<file path="src/include/nfc_defines.vh">
/*
 * Constants for the NAND flash host controller: command codes, address
 * layout, frame size and pin timing counts at a 40 MHz system clock.
 * Assumes it is included once per compilation unit by its bare name.
 */
`ifndef NFC_DEFINES_VH
`define NFC_DEFINES_VH

// Clock rate in MHz, used to turn nanoseconds into cycles
`define NFC_CLK_MHZ 40
// Command codes
`define NFC_CMD_READ 8'h00
`define NFC_CMD_RESET 8'hff
`define NFC_CMD_STATUS 8'h70
`define NFC_CMD_READ_ID 8'h90
`define NFC_CMD_PROG_SETUP 8'h80
`define NFC_CMD_PROG_CONFIRM 8'h10
`define NFC_CMD_ERASE_SETUP 8'h60
`define NFC_CMD_ERASE_CONFIRM 8'hd0
// Operation codes on the user port
`define NFC_OP_READ 3'h0
`define NFC_OP_PROG 3'h1
`define NFC_OP_ERASE 3'h2
`define NFC_OP_STATUS 3'h3
`define NFC_OP_RESET 3'h4
`define NFC_OP_READ_ID 3'h5
// Address layout
`define NFC_ADDR_W 19
`define NFC_FRAME_BYTES 6'h20
// Status byte fields
`define NFC_ST_READY_BIT 6
`define NFC_ST_FAIL_BIT 0
// Strobe timing: write cycle 120 ns, strobe low 60 ns, min times round up
`define NFC_T_CYCLE_NS 120
`define NFC_T_LOW_NS 60
`define NFC_T_WHR_NS 100
`define NFC_CYC_CYCLE ((`NFC_T_CYCLE_NS*`NFC_CLK_MHZ+999)/1000)
`define NFC_CYC_LOW ((`NFC_T_LOW_NS*`NFC_CLK_MHZ+999)/1000)
`define NFC_CYC_WHR ((`NFC_T_WHR_NS*`NFC_CLK_MHZ+999)/1000)
// Busy line settles within 200 ns after the last write strobe
`define NFC_T_WB_NS 200
`define NFC_CYC_WB ((`NFC_T_WB_NS*`NFC_CLK_MHZ+999)/1000)

`endif

</file>
<file path="src/rtl/nfc_host.v">
/*
 * Host controller for a small 512K x 8 NAND flash: sequences command,
 * address, data and read strobe cycles on the shared byte bus from one
 * user request, and buffers read bytes in a two-entry buffer that never holds more than one.
 * Assumes the flash pins are synchronous to clk_sys and that the board
 * resolves the shared bus from the output enable.
 */
// Contract
// - Bytes move only with select low, write strobed
// - Command latch high marks a command byte
// - Address latch high marks address, else data
// - Single-cycle codes: 00, FF, 70, 90
// - Program 80 then 10; erase 60 then D0
// - Only reset or status while busy
// - 19-bit address sent low byte first
// - Read and program take three address cycles
// - Erase takes only the two row bytes
`include "nfc_defines.vh"
`default_nettype none

module nfc_host (
    input wire clk_sys,
    input wire sys_rst,
    // User request port
    input wire req_valid,
    output reg req_ready,
    input wire [2:0] req_op,
    input wire [18:0] req_addr,
    input wire [5:0] req_len,
    // Write data stream for program
    input wire wr_valid,
    output reg wr_ready,
    input wire [7:0] wr_data,
    // Read data stream out of the buffer
    output reg rd_valid,
    input wire rd_ready,
    output reg [7:0] rd_data,
    output reg done,
    // Flash pins
    output reg chip_sel_n,
    output reg cmd_latch,
    output reg addr_latch,
    output reg write_strobe_n,
    output reg read_strobe_n,
    output reg write_prot_n,
    input wire ready_busy_n,
    input wire [7:0] shared_byte_bus_in,
    output reg [7:0] shared_byte_bus_out,
    output reg shared_byte_bus_oe
);

    // States
    localparam S_IDLE = 4'h0;
    localparam S_CMD = 4'h1;
    localparam S_ADDR = 4'h2;
    localparam S_DATA = 4'h3;
    localparam S_CONF = 4'h4;
    localparam S_WAIT = 4'h5;
    localparam S_RD = 4'h6;
    localparam S_FIN = 4'h7;

    reg [3:0] state;
    reg [2:0] op; // Latched operation
    reg [18:0] addr; // Latched address
    reg [5:0] left; // Bytes still to move
    reg [1:0] acnt; // Address bytes remaining
    reg [3:0] tcnt; // Strobe phase timer
    reg [7:0] wbyte; // Byte being written
    // Two-entry read buffer
    reg [7:0] buf0, buf1;
    reg [1:0] fill;
    wire buf_room = (fill != 2'h2);
    wire push;
    wire pop = rd_valid & rd_ready;

    // Phase timer ends: strobe released at LOW, cycle over at CYCLE - 1
    wire t_low = (tcnt == `NFC_CYC_LOW);
    wire t_end = (tcnt == `NFC_CYC_CYCLE - 1);

    // Read byte taken at strobe release, only when buffer has room
    assign push = (state == S_RD) & t_low & ~read_strobe_n;

    // Buffer: shift register of two words, stall by withholding strobe
    always @(posedge clk_sys or posedge sys_rst) begin
        if (sys_rst) begin
            fill <= 2'h0;
            rd_valid <= 1'b0;
            buf0 <= 8'h00;
            buf1 <= 8'h00;
        end else begin
            if (push & ~pop) begin
                if (fill == 2'h0) buf0 <= shared_byte_bus_in;
                else buf1 <= shared_byte_bus_in;
                fill <= fill + 2'h1;
                rd_valid <= 1'b1;
            end else if (pop & ~push) begin
                buf0 <= buf1;
                fill <= fill - 2'h1;
                // Still valid while the second word remains
                rd_valid <= (fill == 2'h2);
            end else if (pop & push) begin
                if (fill == 2'h1) buf0 <= shared_byte_bus_in;
                else begin
                    buf0 <= buf1;
                    buf1 <= shared_byte_bus_in;
                end
            end
        end
    end

    // Combinational view of the buffer head
    always @* begin
        rd_data = buf0;
    end

    // Main sequencer
    always @(posedge clk_sys or posedge sys_rst) begin
        if (sys_rst) begin
            state <= S_IDLE;
            op <= 3'h0;
            addr <= 19'h00000;
            left <= 6'h00;
            acnt <= 2'h0;
            tcnt <= 4'h0;
            wbyte <= 8'h00;
            req_ready <= 1'b0;
            wr_ready <= 1'b0;
            done <= 1'b0;
            chip_sel_n <= 1'b1;
            cmd_latch <= 1'b0;
            addr_latch <= 1'b0;
            write_strobe_n <= 1'b1;
            read_strobe_n <= 1'b1;
            write_prot_n <= 1'b0; // Protect until a write is requested
            shared_byte_bus_out <= 8'h00;
            shared_byte_bus_oe <= 1'b0;
        end else begin
            done <= 1'b0;
            wr_ready <= 1'b0;
            case (state)
            S_IDLE: begin
                // Select dropped between operations, ends any read
                chip_sel_n <= 1'b1;
                shared_byte_bus_oe <= 1'b0;
                cmd_latch <= 1'b0;
                addr_latch <= 1'b0;
                req_ready <= ready_busy_n;
                if (req_valid & req_ready) begin
                    req_ready <= 1'b0;
                    op <= req_op;
                    addr <= req_addr;
                    // Clip to frame end, device stops at last column
                    if (req_len == 6'h00 ||
                        {1'b0, req_len} + {2'h0, req_addr[4:0]} >
                        {1'b0, `NFC_FRAME_BYTES})
                        left <= `NFC_FRAME_BYTES - {1'b0, req_addr[4:0]};
                    else
                        left <= req_len;
                    // Protect lifted only for program and erase
                    write_prot_n <= (req_op == `NFC_OP_PROG) |
                                    (req_op == `NFC_OP_ERASE);
                    case (req_op)
                    `NFC_OP_READ: wbyte <= `NFC_CMD_READ;
                    `NFC_OP_PROG: wbyte <= `NFC_CMD_PROG_SETUP;
                    `NFC_OP_ERASE: wbyte <= `NFC_CMD_ERASE_SETUP;
                    `NFC_OP_STATUS: wbyte <= `NFC_CMD_STATUS;
                    `NFC_OP_READ_ID: wbyte <= `NFC_CMD_READ_ID;
                    default: wbyte <= `NFC_CMD_RESET;
                    endcase
                    tcnt <= 4'h0;
                    state <= S_CMD;
                end
            end
            S_CMD, S_ADDR, S_DATA, S_CONF: begin
                // One write strobe cycle: low, then high, latch on rise
                chip_sel_n <= 1'b0;
                cmd_latch <= (state == S_CMD) | (state == S_CONF);
                addr_latch <= (state == S_ADDR);
                shared_byte_bus_oe <= 1'b1;
                shared_byte_bus_out <= wbyte;
                tcnt <= tcnt + 4'h1;
                write_strobe_n <= ~((tcnt != 4'h0) && (tcnt < `NFC_CYC_LOW));
                if (t_end) begin
                    tcnt <= 4'h0;
                    if (state == S_CMD) begin
                        if (op == `NFC_OP_READ || op == `NFC_OP_PROG) begin
                            acnt <= 2'h2;
                            wbyte <= addr[7:0];
                            state <= S_ADDR;
                        end else if (op == `NFC_OP_ERASE) begin
                            acnt <= 2'h1;
                            wbyte <= addr[15:8];
                            state <= S_ADDR;
                        end else begin
                            state <= S_WAIT;
                        end
                    end else if (state == S_ADDR) begin
                        if (acnt != 2'h0) begin
                            acnt <= acnt - 2'h1;
                            // Next byte; top bits don't care, sent as zero
                            wbyte <= (acnt == 2'h2) ? addr[15:8] :
                                     {5'h00, addr[18:16]};
                        end else if (op == `NFC_OP_PROG) begin
                            wr_ready <= 1'b1;
                            state <= S_DATA;
                            tcnt <= 4'h0;
                        end else if (op == `NFC_OP_ERASE) begin
                            wbyte <= `NFC_CMD_ERASE_CONFIRM;
                            state <= S_CONF;
                        end else begin
                            state <= S_WAIT;
                        end
                    end else if (state == S_DATA) begin
                        left <= left - 6'h01;
                        if (left == 6'h01) begin
                            wbyte <= `NFC_CMD_PROG_CONFIRM;
                            state <= S_CONF;
                        end else begin
                            wr_ready <= 1'b1;
                        end
                    end else begin
                        state <= S_WAIT;
                    end
                end
                // Data phase idles until a byte is accepted
                if (state == S_DATA && tcnt == 4'h0) begin
                    write_strobe_n <= 1'b1;
                    if (wr_valid & wr_ready) begin
                        wbyte <= wr_data;
                        shared_byte_bus_out <= wr_data;
                        tcnt <= 4'h1;
                    end else begin
                        wr_ready <= 1'b1;
                        tcnt <= 4'h0;
                    end
                end
            end
            S_WAIT: begin
                // Hold select low; busy line settles, then wait ready
                write_strobe_n <= 1'b1;
                cmd_latch <= 1'b0;
                addr_latch <= 1'b0;
                shared_byte_bus_oe <= 1'b0;
                if (tcnt < `NFC_CYC_WB + `NFC_CYC_WHR)
                    tcnt <= tcnt + 4'h1;
                else if (ready_busy_n) begin
                    tcnt <= 4'h0;
                    if (op == `NFC_OP_READ || op == `NFC_OP_READ_ID ||
                        op == `NFC_OP_STATUS) begin
                        if (op != `NFC_OP_READ) left <= 6'h01;
                        state <= S_RD;
                    end else begin
                        state <= S_FIN;
                    end
                end
            end
            S_RD: begin
                // Read strobe cycle, held off until the buffer is empty
                if (tcnt == 4'h0) begin
                    if (buf_room && fill == 2'h0) begin
                        read_strobe_n <= 1'b0;
                        tcnt <= 4'h1;
                    end
                end else begin
                    tcnt <= tcnt + 4'h1;
                    if (t_low) read_strobe_n <= 1'b1;
                    if (t_end) begin
                        tcnt <= 4'h0;
                        left <= left - 6'h01;
                        if (left == 6'h01) state <= S_FIN;
                    end
                end
            end
            S_FIN: begin
                // Release select; program or erase ran internally
                chip_sel_n <= 1'b1;
                write_prot_n <= 1'b0;
                done <= 1'b1;
                state <= S_IDLE;
            end
            default: state <= S_IDLE;
            endcase
        end
    end

endmodule // nfc_host

`default_nettype wire

</file>
<file path="config.mk">
export PLATFORM = sky130hd
export DESIGN_NAME = nfc_host
export DESIGN_NICKNAME = d
export VERILOG_FILES = /design/src/rtl/nfc_host.v
export VERILOG_INCLUDE_DIRS = /design/src /design/src/include
export SDC_FILE = /design/constraint.sdc
export NUM_CORES = 1
export LEC_CHECK = 0
export ABC_AREA = 1
export BUFFER_PORTS_ARGS = -buffer_cell sky130_fd_sc_hd__buf_2
export CAP_MARGIN = 10
export CORE_UTILIZATION = 40
export DETAILED_ROUTE_END_ITERATION = 10
export PLACE_DENSITY = 0.67
export RECOVER_POWER = 25
export SETUP_SLACK_MARGIN = 0.4
export SLEW_MARGIN = 20
export SYNTH_ARGS = -nofsm -noshare
export SYNTH_HDL_FRONTEND = slang
export SYNTH_SLANG_ARGS = --single-unit
</file>
<file path="constraint.sdc">
create_clock -name clk_sys -period 4 [get_ports clk_sys]
set_clock_uncertainty 0.15 [all_clocks]
set_input_delay 1.2 -clock clk_sys [delete_from_list [all_inputs] [get_ports clk_sys]]
set_output_delay 1.2 -clock clk_sys [all_outputs]
set_load 0.005 [all_outputs]
</file>
Word-level counts from Yosys, hierarchy flattened --
Cells that the tools add are included.
Storage, ports and cells: register bits after elaboration 83, latch bits 0, RAM bits 0, memory bits (read-only) 0, bits of input ports 50, output and inout bits 27, logic and storage cells 231, memories 0
Cells by class: add/subtract/negate cells 7, multipliers 0, divide/modulo/power cells 0, $lt $le $gt $ge 3, eq/ne operators 44, shift-type cells 0, multiplexer cells 100, bitwise operators 14, reductions and logical operators 41
Operator list (count):
- $mux W8 | 26
- $mux W4 | 19
- $mux W6 | 12
- $pmux W8 S5 | 1
- $pmux W4 S4 | 2
- $ne A2 B2 Y1 const B | 15
- $pmux W6 S4 | 1
- $mux W1 | 22
- $reduce_bool A2 Y1 | 11
- $eq A4 B3 Y1 const B | 5
- $pmux W8 S2 | 1
- $mux W2 | 7
- $eq A3 B2 Y1 const B | 4
- $eq A4 B2 Y1 const B | 3
- $pmux W1 S2 | 6
- $reduce_and A12 Y1 | 1
- $mux W3 | 3
- $reduce_and A9 Y1 | 1
- $and A1 B1 Y1 | 8
- $logic_not A4 Y1 | 2
- $reduce_and A2 Y1 | 4
- $reduce_and A4 Y1 | 2
- $reduce_bool A4 Y1 | 2
- $add A6 B5 Y7 | 1
- 32 further kinds | 50

Logic depth before layout (Yosys ltp) --
depth in word-level cells 10, depth in mapped cells 14, depth with buffers taken out 13

Worst setup path after synthesis --
Ideal clock, no wire load.
path type input to register, start point input req_addr[0], end point register left[2], setup time 77 ps, arrival 2723 ps, required time 3773 ps, setup slack 1049 ps, stages 13, path buffers 0, cells stage by stage ha_1 > inv_1 > fa_1 > nand3b_1 > nand2_1 > nand2_1 > nand2_1 > nand3_1 > nand2_1 > nand2_1 > nand2_1 > nand3_1 > a21oi_1
Between the ends: cells in the longest elaborated chain, start to end 6, elaborated cells on any way between the ends 7, those cells by class add/sub: 2; order compare: 1; mux: 3; reduce/logical: 1
Ends and longest elaborated chain:
- from (decl) | RTL line nfc_host.v:28 | input wire [18:0] req_addr,
- $add A6 B5 Y7 | RTL line nfc_host.v:154 | {1'b0, req_len} + {2'h0, req_addr[4:0]} >
- $gt A7 B6 Y1 | RTL line nfc_host.v:154
- $logic_or A1 B1 Y1 | RTL line nfc_host.v:153 | if (req_len == 6'h00 ||
- $mux W6 (*) | RTL line nfc_host.v:153
- $mux W6 (*) | RTL line nfc_host.v:148 | if (req_valid & req_ready) begin
- $pmux W6 S4 (*) | RTL line nfc_host.v:140 | case (state)
- to (signal assigned) | RTL line nfc_host.v:156 | left <= `NFC_FRAME_BYTES - {1'b0, req_addr[4:0]};
- to (signal assigned) | RTL line nfc_host.v:158 | left <= req_len;
- to (signal assigned) | RTL line nfc_host.v:214 | left <= left - 6'h01;
- to (decl) | RTL line nfc_host.v:65 | reg [5:0] left;
Every way passes the cells marked *; elsewhere a longest branch is shown, timed or not. The select of a mux whose other input is x is not followed. A chain may end at the register's enable or synchronous reset.

Final worst setup path --
start point input req_valid, end point register addr[3]
Between the ends: cells in the longest elaborated chain, start to end 2
Ends and longest elaborated chain:
- from (decl) | RTL line nfc_host.v:25 | input wire req_valid,
- $and A1 B1 Y1 | RTL line nfc_host.v:148
- $reduce_and A2 Y1 (no line)
- to (signal assigned) | RTL line nfc_host.v:151 | addr <= req_addr;
- to (decl) | RTL line nfc_host.v:64 | reg [18:0] addr;
No other way between the ends.

==> metrics <==
CTS tree yes; Leak between 3 and 4 nW; Area Overhead vs Synth 16.8%; die area between 10000 and 15000 µm²; RSZ-0062 raised after global routing no; Top delay family on crit path buffers and inverters; number of global-route vias before repair 4285; Register Area 2060 µm²; fmax around 330 MHz; WS Path Type in -> reg; fraction of layout cells with a size suffix above 1 between 10% and 20%; Reg-to-Reg End addr[3]$_DFFE_PP0P_; Slew Viols, Final 0; hold crit path type reg -> reg; yosys warns 0; root buf cell clkbuf_16; initial antenna violation count 1; clock group share of total power between 10% and 20%; critical path required time slightly above 4000 ps; hold_sp addr[11]$_DFFE_PP0P_; max cap viols 0; critical path data arrival time between 3000 and 4000 ps; Flop pwr share ~34%; WL/cell between 10 and 15 µm; crit end category flip-flop; first-pass GRT wire length around 20000 µm; crit path max fanout 25; placed cells just over 900; Comb power frac around 47%; Crit path top cell by count nand2_1; port buffer count 76; post-layout min period about 3000 ps; sw power between 0.0015 and 0.002 W; H-tree Lvls 3; Power Internal 0.00238 W; Non-Filler Instances 939; Final Wtd Congestion 0.909; total setup buffers inserted after CTS 0; worst slew pin tran 1380 ps; Avg Cell Area, Syn between 7 and 8 µm²; sequential share of the synthesized area between 40% and 50%; reg2reg setup slack 1050 ps; HPWL Detailed roughly 9000 µm; Residual DRC 0; maximum VDD drop 332 µV; final setup TNS 0 ps; slew margin rel. between 7 and 8%; First-pass DRT Iterations 4; startpoint types primary input; Post-Syn Instances between 600 and 700; Worst-path clk slew ~70 ps; gr usage total a little under 20%; Core Box Area 12100 µm²; largest net degree at the start of global routing 32; via count roughly 4700; WHS Endpoint addr[11]$_DFFE_PP0P_; post-synth net total ~760; ANT nets after route 0; Worst Hold Depth 2; leading cell type in the layout, fill and taps excluded nand2_1; most frequent cells in the layout nand2_1 (197), inv_1 (86), dfrtp_1 (79); Starting Density between 40% and 50%; hold_buf cts 0; Via-to-Cell Ratio a little under 5; deepest clock path buffer count 2; post-layout net count about 840; Min Hold Slack between 300 and 400 ps; CP Buf/Inv Count 3; grt ovf 0; max incr delay on CP roughly 750 ps; R2R depth 7; cell chain of the critical path buf_2, nand2_1, nor2_1, clkbuf_1, inv_1, nand2_1, o21ai_0; CP max stage cell clkbuf_1; die height between 100 and 150 µm; # diodes 0; clock sink total 82; row count 40; Filler cells 1243; sw frac between 40 and 50%; period utilization between 70% and 80%; status completed; Die W between 100 and 150 µm; post-synthesis register bit count 82; Clock Latency Late Sink ~340 ps; Final Hold Viols 0; Mapped Area about 5000 µm²; DR iter-0 viols ~270; DRT Wirelength roughly 12000 µm; Setup violations, final 0; post-cts sizing count 0; I/O Pins 77; worst reg2reg startpoint state[2]$_DFFE_PP0P_; multi-input combinational cell area around 2500 µm²; Pwr Density ~740 nW/µm²; Num CTS Buffers 9; Distinct cells, synth 33
metrics by stage:
stage	total power [W]	instance area (µm²)	util (%)	setup WS, ps
after floorplan	0.00298	4990	-	547
after global placement	0.00351	5560	45.9	786
after detailed placement	0.00354	5560	45.9	712
after CTS	0.00436	5850	48.3	1060
after global routing	0.00473	5830	48.1	629
final	0.00433	5830	48.1	962
registers in the layout (all words and copies together), names as in the netlist, 2 cells and up:
register and count:
addr 19, buf1 8, rd_data 8, shared_byte_bus_out 8, wbyte 8, left 6
tcnt 4, op 3, state 3, acnt 2, fill 2
kinds of logic (layout without fill, tap and decap cells):
kind of cell               Yosys count  after routing  synth area share (%)
buffers and inverters              101            185                  7.87
AOI/OAI and AO/OA                  129            129                  13.9
DFF                                 82             82                  41.2
adders and majority gates           19             19                  4.91
xor gates and xnor gates            11             11                  1.93
and+or+nand+nor                    345            345                  30.2
cells in the mapped netlist (all sizes together):
cell type | number | area [µm²]
xor2 | 8 | 70.1
nand3b | 2 | 15.0
ha | 18 | 225
fa | 1 | 20.0
nor3 | 5 | 25.0
nor3b | 2 | 15.0
a21oi | 50 | 250
nand4 | 8 | 86.3
nand2 | 198 | 748
xnor2 | 3 | 26.3
o22ai | 3 | 18.8
dfstp | 3 | 78.8
o21ai | 57 | 285
nor2 | 76 | 337
clkbuf | 4 | 15.0
a31oi | 3 | 18.8
o211ai | 11 | 82.6
o2bb2ai | 1 | 8.76
o21a | 4 | 30.0
dfrtp | 79 | 1980
nand3 | 54 | 280
buf | 9 | 47.6
inv | 88 | 330
power groups by stage:
| stage | clock network, W | logic, W | registers [W] |
|---|---|---|---|
| floorplan | 0 | 0.00156 | 0.00142 |
| global placement | 0 | 0.00201 | 0.00149 |
| detailed placement | 0 | 0.00204 | 0.00150 |
| CTS | 0.000820 | 0.00206 | 0.00149 |
| global route | 0.000850 | 0.00235 | 0.00153 |
| finish | 0.000801 | 0.00204 | 0.00149 |
metal layers:
metal / GRT usage [%] / vias up / share of wire, %
li1: - / 2378 / -
met3: 3.13 / 17 / 5.2
met1: 28.8 / 2147 / 50
met4: 7.46 / 2 / 1.3
met2: 29.7 / 121 / 44
met5: 0 / - / 0.082
worst register-to-register path, cell delays in order, from the launching register on:
cell and delay (ps):
dfrtp_1 520, inv_1 200, nand2_1 190, nor2_1 130, clkbuf_1 750, inv_1 610, nand2_1 180, o21ai_0 90
worst max path at each step:
stage               startpoint             endpoint  slack, ps  cells past startpoint
global route         req_valid  addr[1]$_DFFE_PP0P_        630                      6
global placement    req_len[0]  left[0]$_DFFE_PP0P_        790                     14
detailed placement  req_len[0]  left[0]$_DFFE_PP0P_        710                     14
CTS                 req_len[0]  left[0]$_DFFE_PP0P_       1060                     14
finish               req_valid  addr[3]$_DFFE_PP0P_        960                      7
floorplan              sys_rst  acnt[0]$_DFFE_PP0P_        550                      1
layout make-up:
class                   count  share of cell area (%)
repair buffers             81                    7.10
well taps                 168                    3.61
inverters                  88                    5.69
multi-input cells         504                    43.4
clock buffers              10                    4.10
clock inverters             6                   0.858
flip-flops and latches     82                    35.3
(Power assumes the default switching activity.)
